`config.mk`:
```
export PLATFORM = sky130hd
export DESIGN_NAME = tsp_packetizer
export DESIGN_NICKNAME = d
export VERILOG_FILES = /design/src/rtl/tsp_pkg.sv /design/src/rtl/tsp_packetizer.sv /design/src/rtl/tsp_fifo.sv
export VERILOG_INCLUDE_DIRS = /design/src /design/src/rtl
export SDC_FILE = /design/constraint.sdc
export NUM_CORES = 1
export LEC_CHECK = 0
export BUFFER_PORTS_ARGS = -buffer_cell sky130_fd_sc_hd__buf_4
export CAP_MARGIN = 30
export CORE_ASPECT_RATIO = 0.5
export CORE_MARGIN = 4
export CORE_UTILIZATION = 37
export CTS_BUF_LIST = sky130_fd_sc_hd__clkbuf_8
export DETAILED_ROUTE_END_ITERATION = 8
export PLACE_DENSITY = 0.55
export SETUP_SLACK_MARGIN = 0.4
export SYNTH_ARGS = -nofsm -noshare
export SYNTH_HDL_FRONTEND = slang
export SYNTH_SLANG_ARGS = --single-unit
```
`constraint.sdc`:
```
create_clock -name pclk -period 4.8 [get_ports pclk]
set_input_delay 0.48 -clock pclk [delete_from_list [all_inputs] [get_ports pclk]]
set_output_delay 0.48 -clock pclk [all_outputs]
set_load 0.02 [all_outputs]
```
`src/rtl/tsp_map.svh`:
```
// register offsets, field positions, reset values and timing counts
`ifndef TSP_MAP_SVH
`define TSP_MAP_SVH

// register byte offsets
`define TSP_OFS_CTRL 12'h000
`define TSP_OFS_LIMIT 12'h004
`define TSP_OFS_ROUTE 12'h008
`define TSP_OFS_STATUS 12'h00c
`define TSP_OFS_PKTCNT 12'h010

// ctrl fields
`define TSP_CTRL_SHARE_BIT 0
`define TSP_CTRL_DRV_LSB 1
`define TSP_CTRL_DRV_MSB 2
`define TSP_CTRL_RESET 32'h0000_0000

// limit fields
`define TSP_LIM_SIZE_LSB 0
`define TSP_LIM_SIZE_MSB 7
`define TSP_LIM_GAP_LSB 8
`define TSP_LIM_GAP_MSB 15
`define TSP_SIZE_RESET 8'h40
`define TSP_GAP_RESET 8'h02
`define TSP_ROUTE_RESET 32'h0000_0000

// status fields
`define TSP_STAT_COUNT_LSB 0
`define TSP_STAT_STATE_LSB 8
`define TSP_STAT_FULL_BIT 12
`define TSP_STAT_RXEN_BIT 13
`define TSP_STAT_TXEN_BIT 14

// character codes
`define TSP_CHAR_CR 8'h0d

// timing: one gap tick is a hundredth of a second
`define TSP_CLK_PERIOD_NS 25
`define TSP_TICK_NS 10000000
`define TSP_TICK_CYCLES (`TSP_TICK_NS / `TSP_CLK_PERIOD_NS)

`endif

```
`src/rtl/tsp_pkg.sv`:
```
// types shared by the packetizer files
package tsp_pkg;

	// packet assembly states, one-hot
	typedef enum logic [3:0] {
		S_IDLE = 4'b0001,
		S_OPEN = 4'b0010,
		S_DATA = 4'b0100,
		S_END = 4'b1000
	} tsp_state_t;

	// line driver modes
	typedef enum logic [1:0] {
		DRV_ALWAYS_ON_FULL_DUPLEX = 2'h0,
		DRV_CTS_GATED_DRIVER = 2'h1,
		DRV_ECHO_SUPPRESS_HALF = 2'h2,
		DRV_TWO_WIRE = 2'h3
	} tsp_drv_mode_t;

	typedef logic [7:0] tsp_char_t;

endpackage : tsp_pkg

```
`src/rtl/tsp_packetizer.sv`:
```
// serial character packetizer with apb registers and driver control
//
// Local design decisions: the APB register port and the register addresses.
`timescale 1ns/100ps
`include "tsp_map.svh"

module tsp_packetizer #(
	parameter int FIFO_DEPTH = 8,
	parameter int TICK_CYCLES = `TSP_TICK_CYCLES
) (
	// clock and reset
	input wire logic pclk,
	input wire logic presetn,
	// apb slave
	input wire logic psel,
	input wire logic penable,
	input wire logic pwrite,
	input wire logic [11:0] paddr,
	input wire logic [31:0] pwdata,
	output logic [31:0] prdata,
	output logic pready,
	output logic pslverr,
	// received characters from the serial receiver
	input wire logic rx_valid,
	input wire tsp_pkg::tsp_char_t rx_data,
	output logic rx_ready,
	// outgoing print messages to the router
	output logic msg_valid,
	output logic msg_end,
	output tsp_pkg::tsp_char_t msg_data,
	output logic [7:0] msg_len,
	output logic [31:0] msg_route,
	input wire logic msg_ready,
	// route update from router write messages
	input wire logic route_wr_valid,
	input wire logic [31:0] route_wr_data,
	// line control
	input wire logic cts,
	input wire logic tx_busy,
	output logic tx_drv_en,
	output logic rx_en,
	output logic rts
);
	import tsp_pkg::*;

	localparam int PS_W = $clog2(TICK_CYCLES + 1);

	tsp_state_t state;
	tsp_state_t next_state;
	logic share_mode;
	tsp_drv_mode_t drv_mode;
	logic [7:0] size_lim;
	logic [7:0] gap_lim;
	logic [31:0] route;
	logic [7:0] count;
	logic [7:0] next_count;
	logic close_pend;
	logic [PS_W-1:0] prescale;
	logic [7:0] gap_ticks;
	logic [15:0] pkt_cnt;
	logic f_valid;
	tsp_char_t f_data;
	logic f_full;
	logic f_ready;

	// character fifo between receiver and assembly
	// a character offered while the receiver is muted is taken and lost
	tsp_fifo #(
		.WIDTH(8),
		.DEPTH(FIFO_DEPTH)
	) u_fifo (
		.pclk(pclk),
		.presetn(presetn),
		.in_valid(rx_valid & rx_en),
		.in_data(rx_data),
		.in_ready(rx_ready),
		.out_valid(f_valid),
		.out_data(f_data),
		.out_ready(f_ready),
		.full(f_full)
	);

	// apb decode; access phase ends with a registered pready
	// an unmapped address answers with pslverr and reads as zero
	wire acc = psel & penable & ~pready;
	wire wr_now = psel & penable & pready & pwrite;
	wire hit_ctrl = paddr == `TSP_OFS_CTRL;
	wire hit_limit = paddr == `TSP_OFS_LIMIT;
	wire hit_route = paddr == `TSP_OFS_ROUTE;
	wire hit_status = paddr == `TSP_OFS_STATUS;
	wire hit_pktcnt = paddr == `TSP_OFS_PKTCNT;
	wire hit_any = hit_ctrl | hit_limit | hit_route | hit_status | hit_pktcnt;

	// read mux
	wire [31:0] rd_ctrl = {29'h0, drv_mode, share_mode};
	wire [31:0] rd_limit = {16'h0, gap_lim, size_lim};
	wire [31:0] rd_status = {17'h0, tx_drv_en, rx_en, f_full, state, count};
	wire [31:0] rd_mux = hit_ctrl ? rd_ctrl :
		hit_limit ? rd_limit :
		hit_route ? route :
		hit_status ? rd_status :
		hit_pktcnt ? {16'h0, pkt_cnt} : 32'h0;

	// assembly decode
	// a character is pulled only while no beat is waiting for the router
	assign f_ready = (state == S_IDLE) | (state == S_OPEN);
	wire take = f_valid & f_ready;
	wire is_cr = f_data == `TSP_CHAR_CR;
	wire [7:0] cnt_inc = count + 8'h01;
	wire hit_size = (size_lim != 8'h00) & (cnt_inc >= size_lim);
	wire gap_out = (state == S_OPEN) & (gap_lim != 8'h00) &
		(gap_ticks > gap_lim);
	wire beat_done = msg_valid & msg_ready;
	wire tick = prescale == PS_W'(TICK_CYCLES - 1);
	wire timer_run = (state == S_OPEN) & ~take;

	// line driver decode
	wire follow_cts = (drv_mode == DRV_CTS_GATED_DRIVER) |
		(drv_mode == DRV_TWO_WIRE);
	wire mute_on_tx = (drv_mode == DRV_ECHO_SUPPRESS_HALF) |
		(drv_mode == DRV_TWO_WIRE);

	// apb handshake and read data
	always_ff @(posedge pclk or negedge presetn)
	begin
		if (!presetn)
		begin
			pready <= 1'b0;
			pslverr <= 1'b0;
			prdata <= 32'h0;
		end
		else
		begin
			pready <= acc;
			pslverr <= acc & ~hit_any;
			prdata <= (acc & ~pwrite) ? rd_mux : 32'h0;
		end
	end

	// configuration registers
	always_ff @(posedge pclk or negedge presetn)
	begin
		if (!presetn)
		begin
			share_mode <= 1'b0;
			drv_mode <= DRV_ALWAYS_ON_FULL_DUPLEX;
			size_lim <= `TSP_SIZE_RESET;
			gap_lim <= `TSP_GAP_RESET;
		end
		else if (wr_now && hit_ctrl)
		begin
			share_mode <= pwdata[`TSP_CTRL_SHARE_BIT];
			drv_mode <= tsp_drv_mode_t'(
				pwdata[`TSP_CTRL_DRV_MSB:`TSP_CTRL_DRV_LSB]);
		end
		else if (wr_now && hit_limit)
		begin
			size_lim <= pwdata[`TSP_LIM_SIZE_MSB:`TSP_LIM_SIZE_LSB];
			gap_lim <= pwdata[`TSP_LIM_GAP_MSB:`TSP_LIM_GAP_LSB];
		end
	end

	// target route: software write has priority over router update
	always_ff @(posedge pclk or negedge presetn)
	begin
		if (!presetn)
			route <= `TSP_ROUTE_RESET;
		else if (wr_now && hit_route)
			route <= pwdata;
		else if (route_wr_valid)
			route <= route_wr_data;
	end

	// assembly state machine
	always_comb
	begin
		next_state = state;
		case (state)
			S_IDLE, S_OPEN:
			begin
				if (take)
					next_state = S_DATA;
				else if (gap_out)
					next_state = S_END;
			end
			S_DATA:
			begin
				if (beat_done)
					next_state = close_pend ? S_END : S_OPEN;
			end
			S_END:
			begin
				if (beat_done)
					next_state = S_IDLE;
			end
			default:
				next_state = S_IDLE;
		endcase
	end

	// character count of the open packet
	always_comb
	begin
		next_count = count;
		if (take)
			next_count = cnt_inc;
		else if (state == S_END && beat_done)
			next_count = 8'h00;
	end

	// state, count and close decision
	always_ff @(posedge pclk or negedge presetn)
	begin
		if (!presetn)
		begin
			state <= S_IDLE;
			count <= 8'h00;
			close_pend <= 1'b0;
		end
		else
		begin
			state <= next_state;
			count <= next_count;
			if (take)
				close_pend <= is_cr | hit_size;
		end
	end

	// gap timer, restarted by every character and every close
	// gap_ticks saturates so a long silence never wraps below the limit
	always_ff @(posedge pclk or negedge presetn)
	begin
		if (!presetn)
		begin
			prescale <= '0;
			gap_ticks <= 8'h00;
		end
		else if (!timer_run)
		begin
			prescale <= '0;
			gap_ticks <= 8'h00;
		end
		else if (tick)
		begin
			prescale <= '0;
			if (gap_ticks != 8'hff)
				gap_ticks <= gap_ticks + 8'h01;
		end
		else
			prescale <= prescale + 1'b1;
	end

	// message beats to the router
	// msg_valid follows next_state, so a beat stands until it is taken
	always_ff @(posedge pclk or negedge presetn)
	begin
		if (!presetn)
		begin
			msg_valid <= 1'b0;
			msg_end <= 1'b0;
			msg_data <= 8'h00;
			msg_len <= 8'h00;
			msg_route <= 32'h0;
		end
		else
		begin
			msg_valid <= (next_state == S_DATA) | (next_state == S_END);
			msg_end <= next_state == S_END;
			msg_len <= next_count;
			if (take)
				msg_data <= f_data;
			if (take && state == S_IDLE)
				msg_route <= route;
		end
	end

	// closed packet counter
	// wraps to zero after the largest count
	always_ff @(posedge pclk or negedge presetn)
	begin
		if (!presetn)
			pkt_cnt <= 16'h0000;
		else if (state == S_END && beat_done)
			pkt_cnt <= pkt_cnt + 16'h0001;
	end

	// line driver, receiver enable and rts
	// these lag cts and tx_busy by one clock
	always_ff @(posedge pclk or negedge presetn)
	begin
		if (!presetn)
		begin
			tx_drv_en <= 1'b0;
			rx_en <= 1'b0;
			rts <= 1'b0;
		end
		else
		begin
			tx_drv_en <= follow_cts ? cts : 1'b1;
			rx_en <= mute_on_tx ? ~tx_busy : 1'b1;
			rts <= share_mode ? 1'b1 : tx_busy;
		end
	end

endmodule : tsp_packetizer

```
`src/rtl/tsp_fifo.sv`:
```
// character fifo with registered read stage
`timescale 1ns/100ps

module tsp_fifo #(
	parameter int WIDTH = 8,
	parameter int DEPTH = 8
) (
	// clock and reset
	input wire logic pclk,
	input wire logic presetn,
	// filling side
	input wire logic in_valid,
	input wire logic [WIDTH-1:0] in_data,
	output logic in_ready,
	// draining side
	output logic out_valid,
	output logic [WIDTH-1:0] out_data,
	input wire logic out_ready,
	// state
	output logic full
);

	localparam int AW = (DEPTH > 1) ? $clog2(DEPTH) : 1;

	logic [WIDTH-1:0] mem [DEPTH];
	logic [AW-1:0] wr_ptr;
	logic [AW-1:0] rd_ptr;
	logic [AW:0] cnt;
	logic [AW:0] next_cnt;

	// push when room, pop into the output stage when it is free
	wire push = in_valid & in_ready;
	wire pop = (cnt != '0) & (~out_valid | out_ready);
	wire [AW-1:0] wr_inc = (wr_ptr == AW'(DEPTH - 1)) ? '0 : wr_ptr + 1'b1;
	wire [AW-1:0] rd_inc = (rd_ptr == AW'(DEPTH - 1)) ? '0 : rd_ptr + 1'b1;

	always_comb
	begin
		next_cnt = cnt;
		if (push && !pop)
			next_cnt = cnt + 1'b1;
		else if (pop && !push)
			next_cnt = cnt - 1'b1;
	end

	// storage has no reset
	always_ff @(posedge pclk)
	begin
		if (push)
			mem[wr_ptr] <= in_data;
	end

	// pointers, level and registered flags
	always_ff @(posedge pclk or negedge presetn)
	begin
		if (!presetn)
		begin
			wr_ptr <= '0;
			rd_ptr <= '0;
			cnt <= '0;
			in_ready <= 1'b0;
			full <= 1'b0;
		end
		else
		begin
			if (push)
				wr_ptr <= wr_inc;
			if (pop)
				rd_ptr <= rd_inc;
			cnt <= next_cnt;
			in_ready <= next_cnt < (AW+1)'(DEPTH);
			full <= next_cnt == (AW+1)'(DEPTH);
		end
	end

	// output stage: read data come from a register
	always_ff @(posedge pclk or negedge presetn)
	begin
		if (!presetn)
		begin
			out_valid <= 1'b0;
			out_data <= '0;
		end
		else if (pop)
		begin
			out_valid <= 1'b1;
			out_data <= mem[rd_ptr];
		end
		else if (out_ready)
			out_valid <= 1'b0;
	end

endmodule : tsp_fifo

```
* Word-level counts from Yosys, hierarchy flattened
Memories as Yosys holds them, arrays and structs flattened. A register that Yosys moved wholly into a read port is not among the register bits. Cells that the tools add are included.
Storage, ports and cells: word-level logic and storage cells 144, memory bits (writable) 64, input port bits 94, register bits after elaboration 199, memories kept 1, output and inout port bits 88
Cells by class: $lt $le $gt $ge 3, add/sub/neg operators 8, eq/ne operators 21, reductions and logical operators 20, bitwise gates (word level) 32, multiplexer cells 32
Memories:
- u_fifo.mem | depth 8, width 8, read ports 1, clocked after memory_dff 1, wr ports 1, line tsp_fifo.sv:25 | logic [WIDTH-1:0] mem [DEPTH];
Operator list (count):
- $mux 32 | 6
- $mux 8 | 5
- $mux 19 | 2
- $mux 16 | 2
- $mux 4 | 7
- $eq 12x4->1 const B | 2
- $add 19x1->19 const B | 1
- $eq 19x19->1 const B | 1
- $add 16x1->16 const B | 1
- $add 8x1->8 const B | 2
- $reduce_bool 8->1 | 2
- $and 1x1->1 | 15
- $eq 12x3->1 const B | 1
- $eq 12x5->1 const B | 1
- $eq 4x4->1 const B | 3
- $logic_not 12->1 | 1
- $pmux 4 s3 | 1
- $or 1x1->1 | 10
- $eq 4x3->1 const B | 2
- $eq 8x4->1 const B | 1
- $ge 8x8->1 | 1
- $gt 8x8->1 | 1
- $ne 8x8->1 const B | 1
- $logic_and 1x1->1 | 7
- 19 further kinds | 40

* Depth between registers and ports, before layout
Gate-level depths: netlist of run 1.
depth after elaboration 8, mapped depth 8, depth with buffers taken out 8

* By module
A second synthesis of run 1 with hierarchy kept.
Second synthesis, totals: cell total of the unflattened synthesis 979, area total of the unflattened synthesis 12112.9 sq um
Modules (own cells, without submodules):
- tsp_packetizer | area an instance 8697.1 sq um, instances 1, cells an instance 789, sequential area each 4658.2 sq um
- tsp_fifo | area an instance 3415.8 sq um, instances 1, cells an instance 190, sequential area each 2447.3 sq um

* Worst setup path after synthesis of run 1
Ideal clock, no wire load.
path kind flip-flop to flip-flop, start point register, netlist name msg_len[0], end point register close_pend, path slack 2.626 ns, clock period less this slack 2.174 ns, buffers on the path 0, library setup time 0.123 ns, required time 4.677 ns, arrival time 2.052 ns, stages on the path, launching flop included 9, path through dfrtp_1 -> ha_1 -> nand3_1 -> nor2_1 -> xor2_1 -> ha_1 -> a2111oi_0 -> o21ai_0 -> o221a_2
RTL lines:
- end signal: assignment | line tsp_packetizer.sv:225 | close_pend <= is_cr | hit_size;
- end: declaration | line tsp_packetizer.sv:57 | logic close_pend;

* Worst setup path after layout of run 1
start point register state[0], end point register u_fifo.full
Between the ends: longest elaborated chain between the ends 8, elaborated cells on any way between the ends 11, classes of those cells eq/ne (3); mux (2); bitwise (3); reduce/logical (3)
RTL lines:
- start: declaration | line tsp_packetizer.sv:48 | tsp_state_t state;
- start signal: assignment | line tsp_packetizer.sv:222 | state <= next_state;
- $eq 4x1->1 or $eq 4x2->1 (tied branches) | line tsp_packetizer.sv:106 | assign f_ready = (state == S_IDLE) | (state == S_OPEN);
- $or 1x1->1 * | line tsp_packetizer.sv:106
- $or 1x1->1 * | line tsp_fifo.sv:33 | wire pop = (cnt != '0) & (~out_valid | out_ready);
- $and 1x1->1 * | line tsp_fifo.sv:33
- $logic_and 1x1->1 or $logic_not 1->1 (tied branches) | line tsp_fifo.sv:42, tsp_fifo.sv:40
- $mux 4 or $logic_and 1x1->1 (tied branches) | line tsp_fifo.sv:42, tsp_fifo.sv:40
- $mux 4 * | line tsp_fifo.sv:40 | if (push && !pop)
- net u_fifo.next_cnt[1] | line tsp_fifo.sv:29 | logic [AW:0] next_cnt;
- $eq 4x4->1 * | line tsp_fifo.sv:72 | full <= next_cnt == (AW+1)'(DEPTH);
- end signal: assignment | line tsp_fifo.sv:72
- end: declaration | line tsp_fifo.sv:20 | output logic full
Mark *: on every way through the listed nets, which the timed path passes. The rest lies on a longest branch. A chain may end at the register's enable or synchronous reset.

==> impl_metrics.toml, run 1 <==
[synthesis]
synthTopCellsByArea = "dfrtp_1, edfxtp_1, mux2_2"
yosysTopAreaCell = "dfrtp_1"
ys_ff_latch = 271
ys_async_sr_fraction = 0.7638
syn_nets = 1088
synth_warnings = 0
synth_edf_count = 64
synth.distinct_cells = 60
synth_ff_type = "dfrtp_1"
syn_area_sq_mm = 0.01193
synth_top_area_frac = 0.4278
synth_area_per_cell_sq_um = 12.34
yosysSeqAreaShare = 0.5954
synth_cells = 967

[detailed_routing]
via_per_inst = 5.028
wl_per_cell_um = 18.48
route.detailed.drc = 0
num_vias = 8171
drt_iter0_drc = 504
routed_wl_um = 30030
final_antenna_net_count = 0
drt_pass1_iterations = 5

[clock_network]
path_clk_slew_ps = 70
clock_latency_ps = 570
cts_max_level = 2
cts_resized = 0
cts_max_path_buffers = 3
cts_root_buffer = "clkbuf_8"
cts_tree = "done"
cts_buffers = 40
cts.sinks = 271

[worst_setup_path]
cp_num_buf_inv = 0
cp_cell_sequence = "xnor2_1 -> a211oi_4 -> nor2_1 -> o211ai_1 -> o31ai_1 -> nor4_1"
cpMaxStageDelayCell = "a211oi_4"
endpoint_kind = "flip-flop"
required_ps = 5220
cp_top_family = "compound AO/OA/AOI/OAI gates"
path_max_fanout = 27
crit_type = "reg -> reg"
arrival_ps = 2980
cp_slowest_stage_delay_ps = 900
cp-start-kind = "flip-flop"

[pwr]
swShare = 0.3378
power.density_mw_per_mm2 = 489.8
p_clk_frac = 0.266
p_total_mw = 7.150
intPower_mw = 4.735
seqPwrFrac = 0.437
leakage_nw = 6.450
ir_drop_v = 0.0002036
power_switching_mw = 2.415
combPwrFrac = 0.297

[floorplan]
die_y_um = 135.0
start_util = 0.3763
die-area_sq_mm = 0.03537
pin_count = 182
die_w_um = 262.0
coreArea_sq_mm = 0.03171
num_rows = 46

[global_routing]
grt_pass1_vias = 8421
grt_max_degree = 113
grt_pass1_wl_um = 47200
track_usage = 0.1692
antenna_found_initial = 1
grt_overflow_total = 0

[place]
io_buffers = 181
dp_cells = 1549
gp_congestion = 0.8793
dp_hpwl_um = 20940

[finish]
fillers = 2947
areaGrowthSynthToFinish_pct = 22.32
drive_gt1_frac = 0.2836
fin_cells = 1625
final_nets = 1282

[sta]
hold_violations = 0
slew_violations = 0
tns_ps = 0
max-slew-margin-rel = 0.3239
period_share = 0.5325
max_freq_ghz = 0.3913
finalSetupViolCount = 0
worst_pin_slew_ps = 1011
period_needed_ps = 2556
rsz0062_at_grt = "false"
skew_ps = 53.61

[run_status]
status = "completed"

[flow_run]
max_cap_violations = 0

[worst_hold_path]
min_path_type = "in -> reg"
==> kinds of logic after synthesis <==
kind of cell,Yosys count,share of synthesized area
AO/OA/AOI/OAI,140,0.07654
XOR/XNOR,42,0.03082
adder cells (fa/ha/maj),27,0.02831
buffers and inverters,67,0.02244
flip-flops,271,0.5954
multiplexers,121,0.1239
AND/OR/NAND/NOR,299,0.1226
==> per-layer routing <==
layer,global-route usage,vias up,part of all wire
met1,0.2265,4086,0.45
met2,0.2836,159,0.49
li1,-,3874,-
met3,0.03485,52,0.043
met5,0,-,0
met4,0.04536,0,0.022
==> Yosys cell counts, types with 4 or more instances <==
library cell	count
a21oi_1	21
nor4_1	7
or3_1	11
xor2_1	22
nor2b_1	4
nand3_1	26
mux2i_1	51
ha_1	27
mux4_2	16
nand2b_1	6
nor3_1	16
o21ai_0	51
o31ai_1	4
and3_1	10
buf_2	7
nand2_1	95
clkbuf_1	32
mux2_2	54
a21o_1	8
nor2_1	72
a22oi_1	14
o22a_1	11
xnor2_1	20
edfxtp_1	64
dfrtp_1	204
nand4_1	18
o22ai_1	4
a22o_1	7
and2_1	17
o21a_1	4
inv_1	24
==> stage by stage <==
stage          utilization  setup WS, ps  instance area [sq um]  hold WS [ps]
3_3_place_gp        0.4339          2131                  13760         464.1
4_1_cts             0.4600          2263                  14590         53.53
3_5_place_dp        0.4341          2019                  13770         472.4
6_report            0.4603          2244                  14600         85.30
5_1_grt             0.4603          2032                  14600         55.47
2_1_floorplan            -          2626                  11930         184.4
==> state kept, by name, summed over array words and instances, names as in the netlist, 2 cells and up <==
name and count:
drv_mode 2, gap_lim 8, gap_ticks 8, msg_data 8, msg_len 8, msg_route 32, pkt_cnt 16, prdata 32
prescale 19, route 32, size_lim 8, state 4, u_fifo.cnt 4, u_fifo.mem 64, u_fifo.out_data 8, u_fifo.rd_ptr 3
u_fifo.wr_ptr 3
==> power by group through the flow <==
stage          Clock (mW)  Sequential [mW]  Combinational [mW]
2_1_floorplan           0             3.25                1.21
3_3_place_gp            0             3.15                2.11
3_5_place_dp            0             3.17                2.15
4_1_cts              1.98             3.13                2.15
5_1_grt              2.08             3.17                2.32
6_report             1.90             3.12                2.12
==> worst register-to-register path, stage by stage, from the launching register on <==
cell and delay (ps):
dfstp_2 610, xnor2_1 170, a211oi_4 900, nor2_1 150, o211ai_1 210, o31ai_1 130, nor4_1 280
==> area by class of cell <==
class / count / area (sq um) / share of cell area
well taps: 432 / 540.5 / 0.03703
clock buffers: 48 / 660.6 / 0.04526
repair buffers: 193 / 1470 / 0.1007
flip-flops and latches: 271 / 7106 / 0.4868
clock inverters: 25 / 150.1 / 0.01029
diodes: 1 / 2.502 / 0.0001714
multi-input cells: 629 / 4571 / 0.3131
inverters: 26 / 97.59 / 0.006686
==> worst paths after layout <==
kind | startpoint | to | slack (ps) | depth (start not counted)
min in group asynchronous | presetn | msg_route[11] | 540 | 2
max reg2reg | state[0] | u_fifo.full | 2240 | 6
max in group asynchronous | presetn | route[24] | 3220 | 3
max | state[0] | u_fifo.full | 2240 | 6
min reg2reg | msg_data[0] | msg_data[0] | 480 | 2
min | tx_busy | rx_en | 90 | 2
==> cell usage in the layout (no fill, tap or decap), types with 16 or more instances in the layout <==
master,instances
inv_1,37
edfxtp_1,64
mux2_2,54
clkbuf_8,49
mux4_2,16
o21ai_0,51
dfrtp_1,204
xor2_1,22
nand4_1,18
nand2_1,95
ha_1,27
nor2_1,72
a21oi_1,21
xnor2_1,20
mux2i_1,51
nand3_1,26
buf_4,190
and2_1,17
==> repair_timing <==
item / CTS / global route
hold buffers: 1 / 0
endpoints found under the hold margin: 4 / 0
setup buffers: 0 / 0
Power figures use the tool's default switching activity.
==> run 2, diff against run 1 <==
- PLACE_DENSITY: 0.55 -> 0.57
- clock period: 4.8 -> 2.34 ns (I/O delays scaled with it)
==> impl_metrics.toml, run 2 (synthesis results as in run 1) <==
[finish]
fin_cells = 1755
mostFrequentLayoutCells = "buf_4, dfrtp_1, nand2_1"
final_common_cell = "buf_4"
top_register = "u_fifo.mem"
fillers = 2776
register_area_sq_mm = 0.007116
multi_input_area_sq_mm = 0.004797
fin_area_sq_mm = 0.01611
largest_reg_flops = 64
final_nets = 1414
drive_gt1_frac = 0.3265
n_antenna_cell = 0
areaGrowthSynthToFinish_pct = 34.97

[pwr]
power_switching_mw = 5.095
leakage_nw = 7.097
ir_drop_v = 0.0004346
swShare = 0.3292
intPower_mw = 10.38
p_clk_frac = 0.263
combPwrFrac = 0.329
seqPwrFrac = 0.408
power.density_mw_per_mm2 = 960.9

[sta]
finalSetupViolCount = 0
max-slew-margin-rel = 0.5831
period_share = 0.8438
skew_ps = 35.56
period_needed_ps = 1974
slew_violations = 0
hold_slack_ps = 48.62
rsz0062_at_grt = "true"
tns_ps = 0
worst_pin_slew_ps = 625.4
max_freq_ghz = 0.5065
hold_violations = 0

[worst_setup_path]
crit_type = "reg -> reg"
cp-startpoint = "msg_len[0]"
timing.rr.end = "close_pend"
cpMaxStageDelayCell = "dfrtp_2"
arrival_ps = 2410
rr_worst_depth = 8
reg2reg_from = "msg_len[0]"
cp_top_family = "compound AO/OA/AOI/OAI gates"
critPathCapture = "close_pend"
cp.depth = 8
cp_num_buf_inv = 0
cp_slowest_stage_delay_ps = 410
cp-start-kind = "flip-flop"
path_max_fanout = 4
reg2reg_slack_ps = 370
endpoint_kind = "flip-flop"
required_ps = 2780
cp_cell_sequence = "and3_4 -> nand3_4 -> xnor2_2 -> ha_1 -> a21o_1 -> a2111oi_4 -> o21ai_1 -> o221a_2"

[global_routing]
grt_pass1_wl_um = 49380
grt_overflow_total = 0
antenna_found_initial = 0
grt_pass1_vias = 8951
track_usage = 0.1766
grt_max_degree = 72

[floorplan]
die_w_um = 262.0
die_y_um = 135.0
die-area_sq_mm = 0.03537
num_rows = 46
pin_count = 182
start_util = 0.3763
coreArea_sq_mm = 0.03171

[place]
dpl-instance-area_sq_mm = 0.01398
dp_hpwl_um = 21430
dp_cells = 1572
gp_congestion = 0.8688
io_buffers = 181

[detailed_routing]
final_antenna_net_count = 0
wl_per_cell_um = 17.99
via_per_inst = 4.967
routed_wl_um = 31580
drt_pass1_iterations = 4
drt_iter0_drc = 478
num_vias = 8717
route.detailed.drc = 0

[run_status]
status = "completed"

[clock_network]
cts_root_buffer = "clkbuf_8"
cts_max_path_buffers = 3
cts_buffers = 42
cts.sinks = 271
path_clk_slew_ps = 70
cts_tree = "done"
cts_max_level = 2
clock_latency_ps = 570

[worst_hold_path]
min_path_type = "in -> reg"

[flow_run]
max_cap_violations = 0
## run 2: cell type report
| cell class | instances | area share |
|---|---|---|
| Sequential cell | 271 | 0.4418 |
| Multi-Input combinational cell | 630 | 0.2978 |
| Timing Repair Buffer | 322 | 0.1672 |
| Clock buffer | 55 | 0.04700 |
| Tap cell | 432 | 0.03356 |
| Clock inverter | 19 | 0.006525 |
| Inverter | 26 | 0.006059 |
## run 2: repair_timing
item,4_1_cts,5_1_grt
hold buffers,76,1
endpoints found under the hold margin,182,1
gates cloned,1,0
setup endpoints to repair,35,36
pin swaps,19,23
setup buffers,18,13
resized for setup,32,22
## run 2: power groups by stage
| stage | sequential, mW | combinational (mW) | clock [mW] |
|---|---|---|---|
| after floorplan | 6.69 | 2.49 | 0 |
| after global placement | 6.37 | 4.54 | 0 |
| after detailed placement | 6.41 | 4.62 | 0 |
| after CTS | 6.32 | 4.93 | 4.21 |
| after global routing | 6.42 | 5.56 | 4.44 |
| final | 6.32 | 5.09 | 4.07 |
## run 2: through the flow
step	util	setup WS [ps]	total power, mW
6_report	0.5079	365.5	15.48
3_3_place_gp	0.4408	201.9	10.91
2_1_floorplan	-	274.4	9.175
4_1_cts	0.5008	354.9	15.47
5_1_grt	0.5079	291.0	16.42
3_5_place_dp	0.4408	146.1	11.03
## run 2: metal layers
metal | GRT usage | vias up | part of all wire
met5 | 0 | - | 0
met4 | 0.04683 | 0 | 0.022
met3 | 0.03804 | 59 | 0.046
met2 | 0.2946 | 182 | 0.48
met1 | 0.2366 | 4345 | 0.45
li1 | - | 4131 | -
## run 2: worst min-delay path, delay by kind of cell
kind                   cells  cell delay (ps)
AND/OR/NAND/NOR            3              240
buffers and inverters      1               90
## run 2: worst min path at each step
| stage | endpoint | start | slack [ps] | depth (start not counted) |
|---|---|---|---|---|
| detailed placement | route[19] | presetn | 290 | 1 |
| finish | prdata[2] | paddr[8] | 50 | 4 |
| global route | prdata[2] | paddr[8] | 50 | 4 |
| global placement | route[19] | presetn | 290 | 1 |
| floorplan | close_pend | presetn | -60 | 0 |
| CTS | route[11] | route_wr_data[11] | 2 | 3 |
==> run 3, diff against run 2 <==
- clock period: 2.34 -> 1.7 ns (I/O delays scaled with it)
==> impl_metrics.toml, run 3 (synthesis results as in run 1) <==
[finish]
drive_gt1_frac = 0.5370
fillers = 2357
top_register = "u_fifo.mem"
areaGrowthSynthToFinish_pct = 65.71
largest_reg_flops = 64
mostFrequentLayoutCells = "buf_4, dfrtp_1, buf_6"
final_common_cell = "buf_4"
fin_area_sq_mm = 0.01978
n_antenna_cell = 0
final_nets = 1588

[run_status]
violations = "setup timing"
status = "finished, violations left"

[clock_network]
cts_root_buffer = "clkbuf_8"
cts_max_level = 2
path_clk_slew_ps = 70
cts_tree = "done"
clock_latency_ps = 570
cts.sinks = 271
cts_max_path_buffers = 3
cts_buffers = 42

[worst_setup_path]
arrival_ps = 2450
path_max_fanout = 3
required_ps = 2150
cp-start-kind = "flip-flop"
rr_worst_depth = 8
crit_type = "reg -> reg"
endpoint_kind = "flip-flop"

[detailed_routing]
drt_iter0_drc = 567
route.met2.wl_um = 18950
met1Wirelength_um = 15600
highest_layer = "met4"
wl_per_cell_um = 19.23
via_per_inst = 5.014
final_antenna_net_count = 0
routed_wl_um = 37170
route.detailed.drc = 0
num_vias = 9693
drt_pass1_iterations = 5
wl_met3_um = 1785

[floorplan]
die_w_um = 262.0
start_util = 0.3763
num_rows = 46
coreArea_sq_mm = 0.03171
die-area_sq_mm = 0.03537
pin_count = 182
die_y_um = 135.0

[sta]
period_share = 1.177
max-slew-margin-rel = 0.5868
worst_pin_slew_ps = 619.8
finalSetupViolCount = 88
max_freq_ghz = 0.4999
skew_ps = 28.85
period_needed_ps = 2000
slew_violations = 0
hold_violations = 0
rsz0062_at_grt = "true"
setup_ws_ps = -300.3

[pwr]
p_total_mw = 26.26
power.density_mw_per_mm2 = 1328
leakage_nw = 8.745
ir_drop_v = 0.0007790

[global_routing]
grt_pass1_wl_um = 56080
grt_max_degree = 56
grt_overflow_total = 0
track_usage = 0.2016
antenna_found_initial = 0
grt_pass1_vias = 10200

[worst_hold_path]
min_path_type = "in -> async"

[place]
gp_congestion = 0.8518
dpl-instance-area_sq_mm = 0.01514
io_buffers = 181
dp_hpwl_um = 21690

[flow_run]
max_cap_violations = 0
-- run 3: cell count changes in the layout (fill, tap and decap cells not counted), sizes merged --
| cell | before | now |
|---|---|---|
| inv | 39 | 40 |
| clkbuf | 56 | 60 |
| buf | 244 | 409 |
| nand2 | 97 | 98 |
| clkinv | 4 | 5 |
| or2 | 2 | 3 |
| dlygate4sd3 | 77 | 82 |
| clkinvlp | 1 | 0 |
| bufinv | 1 | 2 |
-- run 3: worst paths after layout --
check	startpoint	endpoint	slack, ps
min	presetn	prdata[15]	60
max in group asynchronous	presetn	route[16]	950
min reg2reg	pkt_cnt[15]	pkt_cnt[15]	490
min in group pclk	paddr[3]	pslverr	70
max reg2reg	msg_len[1]	close_pend	-300
max	msg_len[1]	close_pend	-300
-- run 3: layout make-up --
| cell class | instances | area, sq um | share of cell area |
|---|---|---|---|
| Sequential cell | 271 | 7128 | 0.3605 |
| Multi-Input combinational cell | 632 | 6043 | 0.3056 |
| Timing Repair Buffer | 494 | 5031 | 0.2544 |
| Clock buffer | 57 | 784.5 | 0.03967 |
| Tap cell | 432 | 540.5 | 0.02733 |
| Clock inverter | 21 | 150.1 | 0.007593 |
| Inverter | 26 | 97.59 | 0.004935 |
-- run 3: worst max-delay path, cell delays in order, from the launching register on --
cell       delay, ps
dfrtp_2          400
and3_4           210
nand3_4           90
xnor2_2          150
ha_1             310
a21o_1           170
a2111oi_2        280
o21ai_1          130
o221a_2          140
-- run 3: through the flow --
step | instances | util | hold WS, ps | setup WS, ps | setup TNS (ps)
floorplan | 967 | - | -125.6 | -365.6 | -1410
global placement | 1659 | 0.4774 | 76.73 | -393.8 | -11380
detailed placement | 1659 | 0.4774 | 84.05 | -409.3 | -14920
CTS | 1885 | 0.5847 | 17.39 | -283.9 | -5301
global route | 1933 | 0.6236 | 35.13 | -404.0 | -15730
finish | 1933 | 0.6236 | 58.13 | -300.3 | -9998
-- run 3: power by group --
group	internal (mW)	total, mW	switching (mW)
Combinational	6.34	11.3	5.00
Sequential	7.83	8.91	1.08
Clock	3.32	6.01	2.69
Total	17.5	26.3	8.77
-- run 3: layer usage --
metal  GRT usage  vias to the layer above
li1            -                     4499
met5           0                        -
met2      0.3484                      229
met3     0.04085                       68
met1      0.2590                     4897
met4     0.05950                        0
-- run 3: timing repair --
item / in CTS / in global routing
cloned: 15 / 3
endpoints found under the setup margin: 312 / 342
hold endpoints to repair: 329 / 0
setup buffers: 51 / 45
hold buffers: 82 / 0
gates resized for setup: 268 / 202
pin swaps: 69 / 60
